`config.mk`:
```
export PLATFORM = sky130hd
export DESIGN_NAME = fscp_regs
export DESIGN_NICKNAME = d
export VERILOG_FILES = /design/src/fscp_regs.v
export VERILOG_INCLUDE_DIRS = /design/src /design/src/common
export SDC_FILE = /design/constraint.sdc
export NUM_CORES = 1
export LEC_CHECK = 0
export ABC_CLOCK_PERIOD_IN_PS = 2700
export BUFFER_PORTS_ARGS = -buffer_cell sky130_fd_sc_hd__buf_4
export CAP_MARGIN = 20
export CORE_ASPECT_RATIO = 1.2
export CORE_MARGIN = 3
export CORE_UTILIZATION = 49
export DETAILED_ROUTE_END_ITERATION = 16
export PLACE_DENSITY = 0.83
export SYNTH_ARGS = -nofsm -noshare
export SYNTH_HDL_FRONTEND = slang
export SYNTH_SLANG_ARGS = --single-unit
```
`constraint.sdc`:
```
create_clock -name clk -period 2.7 [get_ports clk]
set_input_delay 0.54 -clock clk [delete_from_list [all_inputs] [get_ports clk]]
set_output_delay 0.54 -clock clk [all_outputs]
set_load 0.05 [all_outputs]
```
`src/common/fscp_defines.vh`:
```
/*
 * Constants of the flash status/configuration/protection register bank.
 * Assumes a classic Wishbone slave with 32-bit data and byte addresses.
 */
// ****************************************************************
// ****************************************************************
`ifndef FSCP_DEFINES_VH
`define FSCP_DEFINES_VH

// register byte addresses
`define FSCP_ADR_STATUS 4'h0
`define FSCP_ADR_CONFIG 4'h4
`define FSCP_ADR_CMD 4'h8
`define FSCP_ADR_POWER 4'hC

// status field positions
`define FSCP_ST_BUSY 0
`define FSCP_ST_WEL 1
`define FSCP_ST_BP_LO 2
`define FSCP_ST_ERASE_ERR 5
`define FSCP_ST_PROG_ERR 6
`define FSCP_ST_LOCK 7

// configuration field positions
`define FSCP_CF_FREEZE 0
`define FSCP_CF_QUAD 1
`define FSCP_CF_PARAM_TOP 2
`define FSCP_CF_BP_VOL 3
`define FSCP_CF_PROT_BOT 5
`define FSCP_CF_USED 8'h2F
`define FSCP_CF_RESET 8'h00

// command codes written to the command register
`define FSCP_CMD_WRITE_ENABLE_COMMAND 4'h1
`define FSCP_CMD_WRDI 4'h2
`define FSCP_CMD_WRR 4'h3
`define FSCP_CMD_PROG 4'h4
`define FSCP_CMD_ERASE 4'h5
`define FSCP_CMD_SLEEP 4'h6
`define FSCP_CMD_WAKE 4'h7

// power state codes
`define FSCP_PWR_STANDBY 2'h0
`define FSCP_PWR_ACTIVE 2'h1
`define FSCP_PWR_DEEP 2'h2

// internal operation length in clk cycles, and the protect level that covers the whole array
`define FSCP_OP_CYCLES 16'h0040
`define FSCP_BP_ALL 3'h7

`endif

```
`src/fscp_regs.v`:
```
/*
 * Status and configuration register bank of a serial flash: power state,
 * busy/latch/error flags, protect level and lockable configuration bits.
 * Assumes a classic Wishbone master on clk; chip select and write-protect
 * come from the SPI side asynchronously; op results come from the array
 * engine as levels sampled at completion.
 */
`timescale 1ns/1ps
`include "fscp_defines.vh"

module fscp_regs #(
  parameter [15:0] OP_CYCLES = `FSCP_OP_CYCLES,
  parameter UNIFORM_256K = 0,
  parameter [2:0] BP_RETAINED = 3'h0
) (
  // system
  input wire clk,
  input wire rst,
  // wishbone slave
  input wire wb_cyc_i,
  input wire wb_stb_i,
  input wire wb_we_i,
  input wire [3:0] wb_adr_i,
  input wire [3:0] wb_sel_i,
  input wire [31:0] wb_dat_i,
  output reg [31:0] wb_dat_o,
  output wire wb_ack_o,
  output wire wb_err_o,
  // flash pins, asynchronous
  input wire chip_select_n_pin,
  input wire write_protect_n_pin,
  // array engine results at operation end
  input wire erase_fail_in,
  input wire prog_fail_in,
  // derived controls
  output reg [1:0] power_state,
  output wire quad_pinout,
  output wire wp_pin_active,
  output wire pause_pin_active,
  output wire param_sector_at_top,
  output wire protect_from_bottom,
  output wire [2:0] protect_level_bits,
  output reg [23:0] protect_base,
  output reg [24:0] protect_size
);

  // ****************************************************************
  // pin synchronisers
  // ****************************************************************
  reg cs_meta;
  reg cs_sync;
  reg wp_meta;
  reg wp_sync;
  always @(posedge clk or posedge rst) begin
    if (rst) begin
      cs_meta <= 1'b1;
      cs_sync <= 1'b1;
      wp_meta <= 1'b1;
      wp_sync <= 1'b1;
    end else begin
      cs_meta <= chip_select_n_pin;
      cs_sync <= cs_meta;
      wp_meta <= write_protect_n_pin;
      wp_sync <= wp_meta;
    end
  end

  // ****************************************************************
  // bus decode
  // ****************************************************************
  reg ack;
  wire req = wb_cyc_i & wb_stb_i & ~ack;
  wire wr = req & wb_we_i & wb_sel_i[0];
  wire hit = (wb_adr_i == `FSCP_ADR_STATUS) | (wb_adr_i == `FSCP_ADR_CONFIG) |
             (wb_adr_i == `FSCP_ADR_CMD) | (wb_adr_i == `FSCP_ADR_POWER);
  assign wb_ack_o = ack & hit;
  assign wb_err_o = ack & ~hit;

  // ****************************************************************
  // state
  // ****************************************************************
  reg busy;
  reg write_enable_latch;
  reg [2:0] bp;
  reg erase_err;
  reg prog_err;
  reg status_lock_bit;
  reg [7:0] cfg;
  reg deep;
  reg [15:0] op_cnt;
  reg [1:0] op_kind;
  reg [7:0] wrr_st;
  reg [7:0] wrr_cf;

  localparam [1:0] OP_REG = 2'h0;
  localparam [1:0] OP_PROG = 2'h1;
  localparam [1:0] OP_ERASE = 2'h2;

  wire freeze = cfg[`FSCP_CF_FREEZE];
  assign quad_pinout = cfg[`FSCP_CF_QUAD];
  // quad reuses both pins as data, so their own functions go idle
  assign wp_pin_active = ~quad_pinout;
  assign pause_pin_active = ~quad_pinout;
  assign param_sector_at_top = (UNIFORM_256K == 0) & cfg[`FSCP_CF_PARAM_TOP];
  assign protect_from_bottom = cfg[`FSCP_CF_PROT_BOT];
  assign protect_level_bits = bp;

  // wp pin has no meaning in quad mode, so it never locks there
  wire hw_protect = status_lock_bit & ~wp_sync & wp_pin_active;
  wire op_done = busy & (op_cnt == 16'h0001);

  wire [7:0] cmd = wb_dat_i[7:0];
  wire is_cmd = wr & (wb_adr_i == `FSCP_ADR_CMD);
  wire start_ok = ~busy & write_enable_latch & ~deep;
  // program/erase dropped while asleep
  wire go_prog = is_cmd & (cmd[3:0] == `FSCP_CMD_PROG) & start_ok;
  wire go_erase = is_cmd & (cmd[3:0] == `FSCP_CMD_ERASE) & start_ok;
  wire go_wrr_st = wr & (wb_adr_i == `FSCP_ADR_STATUS) & start_ok;
  wire go_wrr_cf = wr & (wb_adr_i == `FSCP_ADR_CONFIG) & start_ok;

  // ****************************************************************
  // masked write values
  // ****************************************************************
  reg [7:0] next_cfg;
  reg [2:0] next_bp;
  reg next_status_lock_bit;
  always @* begin
    next_cfg = cfg;
    if (!freeze) begin
      next_cfg = wrr_cf & `FSCP_CF_USED;
      if (UNIFORM_256K != 0)
        next_cfg[`FSCP_CF_PARAM_TOP] = 1'b0;
    end
    // one-time bits only ever go up
    next_cfg[`FSCP_CF_PARAM_TOP] = next_cfg[`FSCP_CF_PARAM_TOP] | cfg[`FSCP_CF_PARAM_TOP];
    next_cfg[`FSCP_CF_BP_VOL] = next_cfg[`FSCP_CF_BP_VOL] | cfg[`FSCP_CF_BP_VOL];
    next_cfg[`FSCP_CF_PROT_BOT] = next_cfg[`FSCP_CF_PROT_BOT] | cfg[`FSCP_CF_PROT_BOT];
    next_cfg[`FSCP_CF_FREEZE] = next_cfg[`FSCP_CF_FREEZE] | freeze;
    next_bp = bp;
    next_status_lock_bit = status_lock_bit;
    if (!hw_protect) begin
      next_status_lock_bit = wrr_st[`FSCP_ST_LOCK];
      if (!freeze)
        next_bp = wrr_st[`FSCP_ST_BP_LO+2:`FSCP_ST_BP_LO];
    end
  end

  // ****************************************************************
  // power-on load of protect level
  // ****************************************************************
  // reset cannot read ports, so the power-on level is loaded just after release
  reg por_done;
  always @(posedge clk or posedge rst) begin
    if (rst)
      por_done <= 1'b0;
    else
      por_done <= 1'b1;
  end
  wire load_bp = ~por_done;
  wire [2:0] bp_at_power = cfg[`FSCP_CF_BP_VOL] ? `FSCP_BP_ALL : BP_RETAINED;

  // ****************************************************************
  // operation sequencer and flags
  // ****************************************************************
  always @(posedge clk or posedge rst) begin
    if (rst) begin
      busy <= 1'b0;
      write_enable_latch <= 1'b0;
      bp <= 3'h0;
      erase_err <= 1'b0;
      prog_err <= 1'b0;
      status_lock_bit <= 1'b0;
      cfg <= `FSCP_CF_RESET;
      deep <= 1'b0;
      op_cnt <= 16'h0000;
      op_kind <= OP_REG;
      wrr_st <= 8'h00;
      wrr_cf <= 8'h00;
    end else begin
      if (op_done) begin
        busy <= 1'b0;
        write_enable_latch <= 1'b0;
        op_cnt <= 16'h0000;
        case (op_kind)
          OP_PROG: prog_err <= prog_fail_in;
          OP_ERASE: erase_err <= erase_fail_in;
          default: begin
            cfg <= next_cfg;
            bp <= next_bp;
            status_lock_bit <= next_status_lock_bit;
          end
        endcase
      end else if (busy) begin
        op_cnt <= op_cnt - 16'h0001;
      end else if (go_prog | go_erase | go_wrr_st | go_wrr_cf) begin
        busy <= 1'b1;
        op_cnt <= OP_CYCLES;
        op_kind <= go_prog ? OP_PROG : (go_erase ? OP_ERASE : OP_REG);
        wrr_st <= go_wrr_st ? wb_dat_i[7:0] : {status_lock_bit, 1'b0, 1'b0, bp, 2'h0};
        wrr_cf <= go_wrr_cf ? wb_dat_i[7:0] : cfg;
      end else if (is_cmd) begin
        case (cmd[3:0])
          `FSCP_CMD_WRITE_ENABLE_COMMAND: write_enable_latch <= ~deep;
          `FSCP_CMD_WRDI: write_enable_latch <= 1'b0;
          `FSCP_CMD_SLEEP: deep <= 1'b1;
          `FSCP_CMD_WAKE: deep <= 1'b0;
          default: write_enable_latch <= write_enable_latch;
        endcase
      end
      // no operation can be running on the first edge after release
      if (load_bp)
        bp <= bp_at_power;
    end
  end

  // ****************************************************************
  // power state
  // ****************************************************************
  always @(posedge clk or posedge rst) begin
    if (rst)
      power_state <= `FSCP_PWR_STANDBY;
    else if (!cs_sync)
      power_state <= `FSCP_PWR_ACTIVE;
    else if (busy)
      power_state <= `FSCP_PWR_ACTIVE;
    else if (deep)
      power_state <= `FSCP_PWR_DEEP;
    else
      power_state <= `FSCP_PWR_STANDBY;
  end

  // ****************************************************************
  // protected range
  // ****************************************************************
  reg [24:0] next_size;
  always @* begin
    case (bp)
      3'h0: next_size = 25'h0000000;
      3'h7: next_size = 25'h1000000;
      default: next_size = 25'h0040000 << (bp - 3'h1);
    endcase
  end
  always @(posedge clk or posedge rst) begin
    if (rst) begin
      protect_base <= 24'h000000;
      protect_size <= 25'h0000000;
    end else begin
      protect_size <= next_size;
      protect_base <= protect_from_bottom ? 24'h000000 :
                      (next_size[24] ? 24'h000000 : (24'h000000 - next_size[23:0]));
    end
  end

  // ****************************************************************
  // read data and ack
  // ****************************************************************
  // register reads depend on quad pin-out through the quad bit in the config register and through hw_protect in the power register
  reg [31:0] rd;
  always @* begin
    case (wb_adr_i)
      `FSCP_ADR_STATUS: rd = {24'h000000, status_lock_bit, prog_err, erase_err, bp, write_enable_latch, busy};
      `FSCP_ADR_CONFIG: rd = {24'h000000, cfg};
      `FSCP_ADR_POWER: rd = {29'h00000000, hw_protect, power_state};
      default: rd = 32'h00000000;
    endcase
  end
  always @(posedge clk or posedge rst) begin
    if (rst) begin
      ack <= 1'b0;
      wb_dat_o <= 32'h00000000;
    end else begin
      ack <= req;
      wb_dat_o <= req ? rd : 32'h00000000;
    end
  end

endmodule // fscp_regs

```
Word-level counts from Yosys, hierarchy flattened. Index checks and enable logic that the tools add are counted.

Flip-flop bits (word level): 135. Input bits: 49. Output and inout bits: 93. Logic and storage cells: 134.

Add/subtract/negate cells: 3. Eq/ne operators: 19. Shifts and indexed selects: 1. Muxes and demuxes: 31. Bitwise operators: 41. Reductions and logical operators: 16.

Operator list (count): $pmux W25 S2 (1); $mux W16 (3); $mux W24 (2); $mux W32 (1); $shl A19 B3 Y25 const A (1); $pmux W8 S3 (1); $sub A1 B24 Y24 const A (1); $and A1 B1 Y1 (20); $eq A4 B3 Y1 const B (5); $mux W3 (6); $eq A16 B1 Y1 const B (1); $sub A16 B1 Y16 const B (1); $mux W6 (2); $not A1 Y1 (11); $mux W2 (5); $ne A2 B2 Y1 const B (5); $or A1 B1 Y1 (10); $reduce_and A3 Y1 (3); $eq A4 B4 Y1 const B (2); $mux W8 (1); $reduce_and A4 Y1 (2); $mux W1 (7); $reduce_and A2 Y1 (3); $reduce_bool A3 Y1 (2); 13 further kinds (15).

Depth between registers and ports, before layout. Gate-level depths: netlist (run 1).

Word-level depth: 13. Gate-level depth with buffers: 8. Depth with buffers taken out: 7.

Worst setup path before layout (run 1). No wires, ideal clock.

Path type: register to register. Start point: reg op_cnt[11]. End point: reg cfg[1]. Setup time: 0.125 ns. Data arrival time: 2.042 ns. Required time: 2.575 ns. Path slack: 0.533 ns. Cell stages (with the launch flop): 6. Clock period less this slack: 2.167 ns. Cell sequence: dfrtp_1 or4_4 nor4_4 nand3_2 nor3b_4 mux2_4.

Longest elaborated chain between the ends: 3.

RTL lines: start: declaration (RTL line fscp_regs.v:90) `reg [15:0] op_cnt;`; start signal: assignment (RTL line fscp_regs.v:194) `op_cnt <= op_cnt - 16'h0001;`; $eq A16 B1 Y1 (RTL line fscp_regs.v:110) `wire op_done = busy & (op_cnt == 16'h0001);`; $and A1 B1 Y1 (RTL line fscp_regs.v:110); $reduce_and A3 Y1 (no line); end signal: assignment (RTL line fscp_regs.v:173) `` cfg <= `FSCP_CF_RESET; ``; end signal: assignment (RTL line fscp_regs.v:188) `cfg <= next_cfg;`; end: declaration (RTL line fscp_regs.v:88) `reg [7:0] cfg;`.

Every way passes these cells. A chain may end at the register's enable or synchronous reset.

Worst setup path in the final report (run 1).
Start point: reg op_cnt[6]. End point: reg cfg[1].

Same word-level chain as after synthesis.

==> results of run 1 <==
==> state kept, by name, indices dropped and copies added, names as in the netlist, 3 cells and up <==
signal and flops:
cfg 5, protect_level_bits 3, op_cnt 16, wb_dat_o 8
wrr_st 4, protect_size 7, protect_base 6, wrr_cf 5
==> Yosys cell counts (all sizes together) (2+ instances only) <==
library cell / number / area share [%]
nor2: 35 / 3.5
a31oi: 6 / 1.0
o41ai: 3 / 0.70
a21oi: 10 / 1.3
nand2: 31 / 3.1
mux2: 4 / 1.5
or4: 3 / 0.70
nand4: 2 / 0.34
and3: 2 / 0.34
a41oi: 2 / 0.47
o21ai: 20 / 2.7
conb: 2 / 0.20
nor3b: 4 / 1.1
a21o: 3 / 0.70
ha: 6 / 2.0
clkbuf: 3 / 0.30
xor2: 6 / 1.4
nand3: 7 / 1.1
o31ai: 2 / 0.40
a31o: 2 / 0.47
o211ai: 2 / 0.40
nor4b: 2 / 0.64
mux2i: 20 / 5.4
nand2b: 5 / 0.84
nor4: 8 / 1.7
inv: 15 / 1.5
o311ai: 2 / 0.47
xnor2: 2 / 0.47
dfrtp: 66 / 44
buf: 72 / 14
nor3: 7 / 0.94
and2: 3 / 0.50
or3: 4 / 0.67
dfstp: 4 / 2.8
==> routing by layer <==
metal / GRT usage (%) / vias up
li1: - / 1265
met1: 20.3 / 1293
met2: 31.7 / 97
met3: 5.04 / 9
met4: 4.87 / 0
met5: 0 / -
==> area by class of cell <==
type | count | area share [%]
repair buffers | 58 | 10.6
multi-input cells | 272 | 38.3
flip-flops and latches | 70 | 41.7
clock inverters | 6 | 2.02
well taps | 90 | 2.68
clock buffers | 10 | 3.27
inverters | 15 | 1.34
==> metrics by stage <==
step / setup slack, ps / area [sq um]
after detailed placement: 330 / 3990
after CTS: 274 / 4210
after global placement: 336 / 3990
after floorplan: 398 / 3950
final: 269 / 4210
after global routing: 116 / 4210
==> power breakdown <==
group          switching, W  total (W)  internal (W)
registers         0.0000182    0.00110       0.00108
clock network      0.000388   0.000930      0.000542
logic              0.000346   0.000428     0.0000818
total              0.000753    0.00245       0.00170
==> cells by family (layout without fill, tap and decap cells) <==
family          Yosys count  count (layout)
fa+ha+maj                 6               6
xor+xnor                  8               8
buf+inv                  90              89
other cells               2              61
mux                      24              24
compound gates           55              55
simple gates            118             118
flops                    70              70
==> worst register-to-register path, cell delays in order (launching register included) <==
cell	delay [ps]
dfrtp_1	440
or4_1	690
nor4_4	340
nand3_2	180
nor3b_4	330
mux2_4	330
==> path summary, 6_finish.rpt <==
path                                   start          to  slack [ps]  cells after the start
min in group clk           chip_select_n_pin     cs_meta         310                      1
min                                      rst  op_kind[1]         290                      2
min reg2reg                          cs_meta     cs_sync         360                      0
max in group asynchronous                rst    por_done        1770                      3
max reg2reg                        op_cnt[6]      cfg[1]         270                      5
max                                op_cnt[6]      cfg[1]         270                      5
==> summary.txt, run 1 <==
Worst setup path
  • Critical path fanouts, max: 7
  • Arrival time worst endpoint: 2650 ps
  • Cell class contributing the biggest share of worst-path delay: simple AND/OR/NAND/NOR gates
  • CP Launch Type: register
  • Endpoint type of the worst setup path: register
  • CP max-delay cell: or4_1
  • Critical setup path kind: register to register
  • Crit path cell chain: or4_1 > nor4_4 > nand3_2 > nor3b_4 > mux2_4
  • Number of buffers and inverters on the critical path: 0
  • Required time of the critical path: around 3000 ps
  • Crit-path max cell delay: a little under 700 ps

Pwr
  • P_leak: approximately 2.1 nW
  • Total power divided by cell area: 583 nW/um^2
  • Final Power: 0.00245 W
  • Maximum vdd drop: between 400 and 500 uV

Yosys
  • Mapped Avg Cell Area: roughly 10 sq um
  • Number of distinct library cells after synthesis: 50
  • Simple-gate share of the synthesized area: roughly 17%
  • Post-synthesis instance area: between 3000 and 4000 sq um
  • Dominant combinational cell family by area after synthesis: simple AND/OR/NAND/NOR gates
  • Most used flip-flop cell after synthesis: dfrtp_1
  • Yosys warning total: 0
  • Seq cells post-synth: 70
  • XOR/XNOR share of the synthesized area: 1.88%
  • Multiplexer area fraction after synthesis: between 6 and 7%
  • Proportion of register bits with asynchronous set or reset after synthesis: 100%
  • Number of synthesized flops with an enable pin: 0
  • Share of synthesized area occupied by flip-flops and latches: 47.1%
  • Compound-gate portion of the synthesized area: 9.23%
  • Arithmetic-cell share of the synthesized area counting full adders, half adders and majority gates: under 10%
  • Number of instances in the synthesized netlist: roughly 370

Timing
  • Total count of max-transition violations in the final report: 0
  • Final number of hold-violating endpoints: 0
  • Setup skew after layout: between 9 and 10 ps
  • Total negative slack for setup checks: 0 ps
  • Least-Margin Pin Slew: slightly above 700 ps
  • Normalized max-slew margin: a little over half
  • Maximum clock rate: 0.411 GHz
  • Final worst path period share: about nine tenths
  • Unrepaired setup endpoints after global routing: false
  • Minimum clock period after layout: ~2400 ps
  • Worst slack on hold paths: about 290 ps
  • Total setup violations reported at the end of the flow: 0

Detailed routing
  • Routed length on met2: between 3000 and 4000 um
  • DR DRC count: 0
  • Routed wire length on met3: roughly 450 um
  • Top routing layer in use: met4
  • Routed metal-1 wire length: 2830 um
  • Routed wire length per instance: about 14 um
  • Final antenna-violating net count: 0
  • Initial drt markers: ~180
  • Vias after detailed routing: 2664
  • Average via count per standard cell: slightly above 5
  • Drt first pass iters: 4
  • Total wire length after detailed routing: 7330 um

Clock network
  • CTS Sinks: 70
  • Clock tree from TritonCTS: done
  • Number of buffers created by CTS: 9
  • Root Driver: clkbuf_8
  • Maximum number of buffers from clock root to sink: 2
  • # resized after CTS: 0
  • Buffer count from post-CTS setup fixing: 0
  • Clock transition at the registers of the reported paths: about 70 ps
  • CTS H-tree depth: 3
  • # hold bufs at CTS: 0
  • Clock insertion delay at the later pin of the skew report: about 340 ps

Placement
  • Cell count after placement: approximately 500
  • Hpwl dp: 5410 um
  • Number of buffers inserted by port buffering: 53
  • Placer congestion estimate: around 0.84

Global route
  • Initial antenna violation count: 0
  • Final global-route overflow total: 0
  • Wire length of the first global-routing pass: 12100 um
  • Vias in the first global route: 2519
  • Pin count of the biggest net entering global routing: 43
  • All-Layer GR Usage: 17.5%

Cells and area
  • Layout net count: roughly 480
  • Count of filler cells inserted in the layout: 636
  • Area of combinational cells with multiple inputs: 1610 sq um
  • Final design utilization: 57.5%
  • Share of post-route cells with drive strength above 1: between 20 and 25%
  • Number of diodes: 0
  • Leading cell types in the layout, fill and taps excluded: 66 x dfrtp_1, 61 x conb_1, 57 x buf_4, 35 x nor2_1, 31 x nand2_1
  • Most common cell after layout, fill and taps aside: dfrtp_1
  • Register area: roughly 1800 sq um
  • Non-filler instance count after layout: about 520
  • Area growth syn-to-layout: 12.9%

Min path
  • Path category of the worst min-delay check: input pin to asynchronous set/reset pin

Floorplan
  • Row cnt: 34
  • Effective utilization at floorplan: about half
  • Floorplan core area: 7320 sq um
  • Die height: ~100 um
  • Die span in x: 85.6 um
  • Number of top-level pins: 142
  • Die Footprint: 8700 sq um

Job
  • Maximum Capacitance Violations: 0

Status
  • Result of the run: complete, no violations
Note: power is estimated with default switching activity, not from simulation.
==> run 2, diff against run 1 <==
--- a/config.mk
+++ b/config.mk
@@ -7,13 +7,14 @@
 export NUM_CORES = 1
 export LEC_CHECK = 0
 export ABC_CLOCK_PERIOD_IN_PS = 2700
-export BUFFER_PORTS_ARGS = -buffer_cell sky130_fd_sc_hd__buf_4
+export BUFFER_PORTS_ARGS = -buffer_cell sky130_fd_sc_hd__buf_2
 export CAP_MARGIN = 20
 export CORE_ASPECT_RATIO = 1.2
 export CORE_MARGIN = 3
 export CORE_UTILIZATION = 49
 export DETAILED_ROUTE_END_ITERATION = 16
 export PLACE_DENSITY = 0.83
+export SLEW_MARGIN = 0
 export SYNTH_ARGS = -nofsm -noshare
 export SYNTH_HDL_FRONTEND = slang
 export SYNTH_SLANG_ARGS = --single-unit
==> run 2 against run 1 <==
Fmax shrank 1.0%. Die area stayed put. Largest power group unchanged. Non-clock buffer count rose by 1. Power down 0.60%. Combinational power decreased by 5.6%. Largest cell class unchanged. Sequential share of layout area grew 1.4 points. Core utilization decreased by 1.9 points.
==> summary.txt, run 2 (synthesized netlist as in run 1, its figures left out) <==
Worst setup path
  • Crit-path max cell delay: roughly 600 ps
  • CP max-delay cell: or4_4
  • Critical path fanouts, max: 6
  • Cell class contributing the biggest share of worst-path delay: simple AND/OR/NAND/NOR gates
  • Crit path cell chain: or4_4 > nor4_4 > nand3_2 > nor3b_4 > mux2_4
  • Arrival time worst endpoint: about 2700 ps
  • Required time of the critical path: 2930 ps
  • Endpoint type of the worst setup path: register
  • Critical setup path kind: register to register
  • Reg2reg setup slack: between 200 and 250 ps
  • Number of buffers and inverters on the critical path: 0
  • CP Launch Type: register

Min path
  • Path category of the worst min-delay check: input pin to asynchronous set/reset pin

Clock network
  • Clock transition at the registers of the reported paths: ~80 ps
  • # hold bufs at CTS: 0
  • Root Driver: clkbuf_8
  • CTS H-tree depth: 3
  • Clock tree from TritonCTS: done
  • CTS Sinks: 70
  • Number of buffers created by CTS: 9
  • Maximum number of buffers from clock root to sink: 2
  • Buffer count from post-CTS setup fixing: 0
  • Clock insertion delay at the later pin of the skew report: between 300 and 400 ps
  • # resized after CTS: 0

Detailed routing
  • Final antenna-violating net count: 0
  • Initial drt markers: around 150
  • Drt first pass iters: 5
  • DR DRC count: 0
  • Average via count per standard cell: 5.23
  • Vias after detailed routing: 2728
  • Routed wire length per instance: 13.8 um
  • Total wire length after detailed routing: between 7000 and 8000 um

Placement
  • Number of buffers inserted by port buffering: 53
  • Placer congestion estimate: around 0.85
  • Hpwl dp: 5340 um
  • Cell count after placement: roughly 510
  • Post-place setup slack: 291 ps

Timing
  • Final number of hold-violating endpoints: 0
  • Total setup violations reported at the end of the flow: 0
  • Least-Margin Pin Slew: ~660 ps
  • Maximum clock rate: just over 0.4 GHz
  • Setup skew after layout: approximately 7 ps
  • Final worst path period share: roughly 91%
  • Total negative slack for setup checks: 0 ps
  • Normalized max-slew margin: between 50% and 60%
  • Unrepaired setup endpoints after global routing: false
  • Minimum clock period after layout: 2460 ps
  • Total count of max-transition violations in the final report: 0
  • Smallest setup slack after layout: around 240 ps

Cells and area
  • Leading cell types in the layout, fill and taps excluded: 66 x dfrtp_1, 61 x conb_1, 53 x buf_2, 35 x nor2_1, 31 x nand2_1
  • Final design utilization: about 56%
  • Number of flip-flops under the largest register name: 16
  • Most common cell after layout, fill and taps aside: dfrtp_1
  • Area growth syn-to-layout: 9.13%
  • Regs by FF count: op_cnt: 16 flops, wb_dat_o: 8 flops, protect_size: 7 flops
  • Layout net count: 482
  • Number of diodes: 0
  • Non-filler instance count after layout: 522
  • Count of filler cells inserted in the layout: about 630
  • Share of post-route cells with drive strength above 1: between 20 and 25%
  • Register ranked first by flip-flop count: op_cnt

Floorplan
  • Row cnt: 34
  • Effective utilization at floorplan: approximately 51%
  • Die Footprint: about 8700 sq um
  • Die height: between 100 and 150 um
  • Die span in x: between 80 and 90 um
  • Floorplan core area: approximately 7300 sq um
  • Number of top-level pins: 142

Global route
  • Pin count of the biggest net entering global routing: 37
  • All-Layer GR Usage: 16.9%
  • Final global-route overflow total: 0
  • Busiest grt layer: met2
  • Initial antenna violation count: 0
  • Wire length of the first global-routing pass: 11700 um
  • Met1 global-route usage: about a fifth
  • Met2 track demand over resource in global routing: between 30% and 40%
  • Grt met3 use: approximately 3.9%
  • Vias in the first global route: approximately 2500

Pwr
  • Maximum vdd drop: between 400 and 500 uV
  • Total power divided by cell area: about 600 nW/um^2
  • P_leak: roughly 2.1 nW
  • Final Power: roughly 0.0024 W

Job
  • Maximum Capacitance Violations: 0

Status
  • Result of the run: complete, no violations
## run 2: power by group
group / switching (W) / internal, W / leakage (nW)
Combinational: 0.000345 / 0.0000592 / 1.12
Sequential: 0.0000163 / 0.00108 / 0.872
Clock: 0.000418 / 0.000523 / 0.106
## run 2: path summary, 6_finish.rpt
path                       depth (start not counted)                 from           to
hold reg to reg                                    0              cs_meta      cs_sync
min in group clk                                   1  write_protect_n_pin      wp_meta
max in group asynchronous                          3                  rst      wp_sync
hold / removal                                     3                  rst  wb_dat_o[6]
setup reg to reg                                   5           op_cnt[11]       cfg[1]
setup / recovery                                   5           op_cnt[11]       cfg[1]
## run 2: through the flow
stage               hold slack (ps)  instance area, sq um
CTS                             275                  4070
global route                    268                  4070
global placement                347                  3850
floorplan                       345                  3950
finish                          277                  4070
detailed placement              349                  3850
## run 2: worst min-delay path, stage by stage
cell,delay (ps)
buf_2,100
inv_2,40
buf_4,360
## run 2: layout make-up
type	count	area (sq um)	share of cell area (%)
inverters	15	56.3	1.38
clock inverters	7	97.6	2.40
clock buffers	9	124	3.04
repair buffers	59	310	7.63
multi-input cells	272	1610	39.6
well taps	90	113	2.77
flip-flops and latches	70	1760	43.2
## run 2: routing by layer
| layer | wire, um | up-vias |
|---|---|---|
| met5 | 0 | - |
| met4 | 164 | 0 |
| met3 | 482 | 17 |
| met2 | 3850 | 110 |
| met1 | 2720 | 1332 |
| li1 | - | 1269 |
==> run 3, diff against run 2 <==
--- a/config.mk
+++ b/config.mk
@@ -11,9 +11,9 @@
 export CAP_MARGIN = 20
 export CORE_ASPECT_RATIO = 1.2
 export CORE_MARGIN = 3
-export CORE_UTILIZATION = 49
+export CORE_UTILIZATION = 30
 export DETAILED_ROUTE_END_ITERATION = 16
-export PLACE_DENSITY = 0.83
+export PLACE_DENSITY = 0.56
 export SLEW_MARGIN = 0
 export SYNTH_ARGS = -nofsm -noshare
 export SYNTH_HDL_FRONTEND = slang
==> run 3 against run 2 <==
Clock skew increased by 2.3 ps. Highest routed layer unchanged. Sequential share of layout area fell by 2.5 points. Cell count increased by 14%. Register-to-register slack better by 20 ps. Die area up 59%. Via count decreased by 3.9%. Sequential power barely moved.
==> summary.txt, run 3 (synthesized netlist as in run 1, its figures left out) <==
Detailed routing
  • Routed wire length per instance: 13.0 um
  • DR DRC count: 0
  • Initial drt markers: about 130
  • Total wire length after detailed routing: between 7000 and 8000 um
  • Vias after detailed routing: roughly 2600
  • Final antenna-violating net count: 0
  • Average via count per standard cell: between 4 and 5
  • Drt first pass iters: 4

Placement
  • Hpwl dp: about 5600 um
  • Placer congestion estimate: between 0.8 and 0.9
  • Number of buffers inserted by port buffering: 53
  • Post-place setup slack: between 200 and 250 ps
  • Cell count after placement: just under 600

Min path
  • Path category of the worst min-delay check: input pin to asynchronous set/reset pin

Pwr
  • Relative contribution of combinational cells to total power: 14.1%
  • Total power divided by cell area: 672 nW/um^2
  • Clock power frac: about half
  • Switching Fraction: between 20% and 30%
  • Maximum vdd drop: 303 uV
  • P_leak: ~2.2 nW
  • Net switching power: between 0.0008 and 0.0009 W
  • Final Power: roughly 0.0029 W
  • Cell-internal power: 0.00209 W
  • Sequential group share of total power: between 30% and 40%

Clock network
  • CTS H-tree depth: 3
  • Clock tree from TritonCTS: done
  • Clock transition at the registers of the reported paths: 60 ps
  • Buffer count from post-CTS setup fixing: 0
  • Maximum number of buffers from clock root to sink: 2
  • # hold bufs at CTS: 0
  • CTS Sinks: 70
  • Clock insertion delay at the later pin of the skew report: 340 ps
  • Root Driver: clkbuf_16
  • Number of buffers created by CTS: 9
  • # resized after CTS: 0

Floorplan
  • Die height: roughly 130 um
  • Effective utilization at floorplan: a little under a third
  • Number of top-level pins: about 140
  • Floorplan core area: between 10000 and 15000 sq um
  • Die span in x: ~110 um
  • Row cnt: 44
  • Die Footprint: around 14000 sq um

Global route
  • Vias in the first global route: 2486
  • Initial antenna violation count: 0
  • Wire length of the first global-routing pass: 12400 um
  • Final global-route overflow total: 0
  • All-Layer GR Usage: between 10 and 15%
  • Pin count of the biggest net entering global routing: 71

Cells and area
  • Leading cell types in the layout, fill and taps excluded: 66 x dfrtp_1, 61 x conb_1, 53 x buf_2, 35 x nor2_1, 31 x nand2_1
  • Area growth syn-to-layout: 15.7%
  • Number of flip-flops under the largest register name: 16
  • Non-filler instance count after layout: 594
  • Share of post-route cells with drive strength above 1: approximately 22%
  • Layout net count: just under 500
  • Most common cell after layout, fill and taps aside: dfrtp_1
  • Number of diodes: 0
  • Register ranked first by flip-flop count: op_cnt
  • Count of filler cells inserted in the layout: between 1000 and 1500
  • Regs by FF count: op_cnt: 16 flops, wb_dat_o: 8 flops, protect_size: 7 flops

Worst setup path
  • Crit-path max cell delay: about 700 ps
  • Required time of the critical path: 2920 ps
  • Critical path fanouts, max: 7
  • Arrival time worst endpoint: approximately 2700 ps
  • CP max-delay cell: or4_1
  • Crit path cell chain: or4_1 > nor4_4 > nand3_2 > nor3b_4 > mux2_4
  • Endpoint type of the worst setup path: register
  • Critical setup path kind: register to register
  • CP Launch Type: register

Timing
  • Unrepaired setup endpoints after global routing: false
  • Minimum clock period after layout: 2440 ps
  • Setup skew after layout: 9.17 ps
  • Normalized max-slew margin: a little over 50%
  • Least-Margin Pin Slew: around 700 ps
  • Total count of max-transition violations in the final report: 0
  • Total setup violations reported at the end of the flow: 0
  • Total negative slack for setup checks: 0 ps
  • Final worst path period share: about 90%
  • Final number of hold-violating endpoints: 0
  • Smallest setup slack after layout: 260 ps
  • Maximum clock rate: slightly above 0.4 GHz

Job
  • Maximum Capacitance Violations: 0

Status
  • Result of the run: complete, no violations
[run 3: cell types whose count changed in the layout (fill, tap and decap cells not counted), sizes merged]
cell,before,now
inv,16,15
clkbuf,9,11
buf,59,60
clkinv,2,0
bufinv,2,3
[run 3: final cells by class]
type,count,area [sq um],area share (%)
clock inverters,5,105,2.44
well taps,161,201,4.67
clock buffers,11,253,5.86
multi-input cells,272,1610,37.4
repair buffers,60,330,7.66
inverters,15,56.3,1.31
flip-flops and latches,70,1760,40.7
[run 3: layer usage]
metal / share of wire (%) / track usage [%]
met5: 0 / 0
met4: 2.0 / 5.05
met3: 6.7 / 3.12
met2: 50 / 19.3
met1: 41 / 13.6
[run 3: power by group through the flow]
stage	Clock [W]	Combinational, W	Sequential, W
3_3_place_gp	0	0.000407	0.00111
5_1_grt	0.00148	0.000433	0.00110
3_5_place_dp	0	0.000409	0.00112
4_1_cts	0.00143	0.000409	0.00110
6_report	0.00140	0.000408	0.00110
2_1_floorplan	0	0.000335	0.00119
[run 3: worst max-delay path: cells and delay by family (launching register included)]
family | cells | cell delay [ps]
simple gates | 4 | 1560
flops | 1 | 430
mux | 1 | 330
[run 3: stage by stage]
stage	hold WS, ps	cell area, sq um	util, %
after global routing	304	4310	35.6
after floorplan	345	3950	-
after CTS	291	4310	35.6
after detailed placement	349	3960	32.7
after global placement	348	3960	32.7
final	280	4310	35.6
[run 3: worst paths after layout]
kind / startpoint / end / slack [ps] / depth (start not counted)
min in group clk: chip_select_n_pin / cs_meta / 310 / 1
min: rst / write_enable_latch / 280 / 3
min reg2reg: wp_meta / wp_sync / 360 / 0
max reg2reg: op_cnt[6] / cfg[1] / 260 / 5
max in group asynchronous: rst / wp_meta / 2090 / 3
max: op_cnt[6] / cfg[1] / 260 / 5
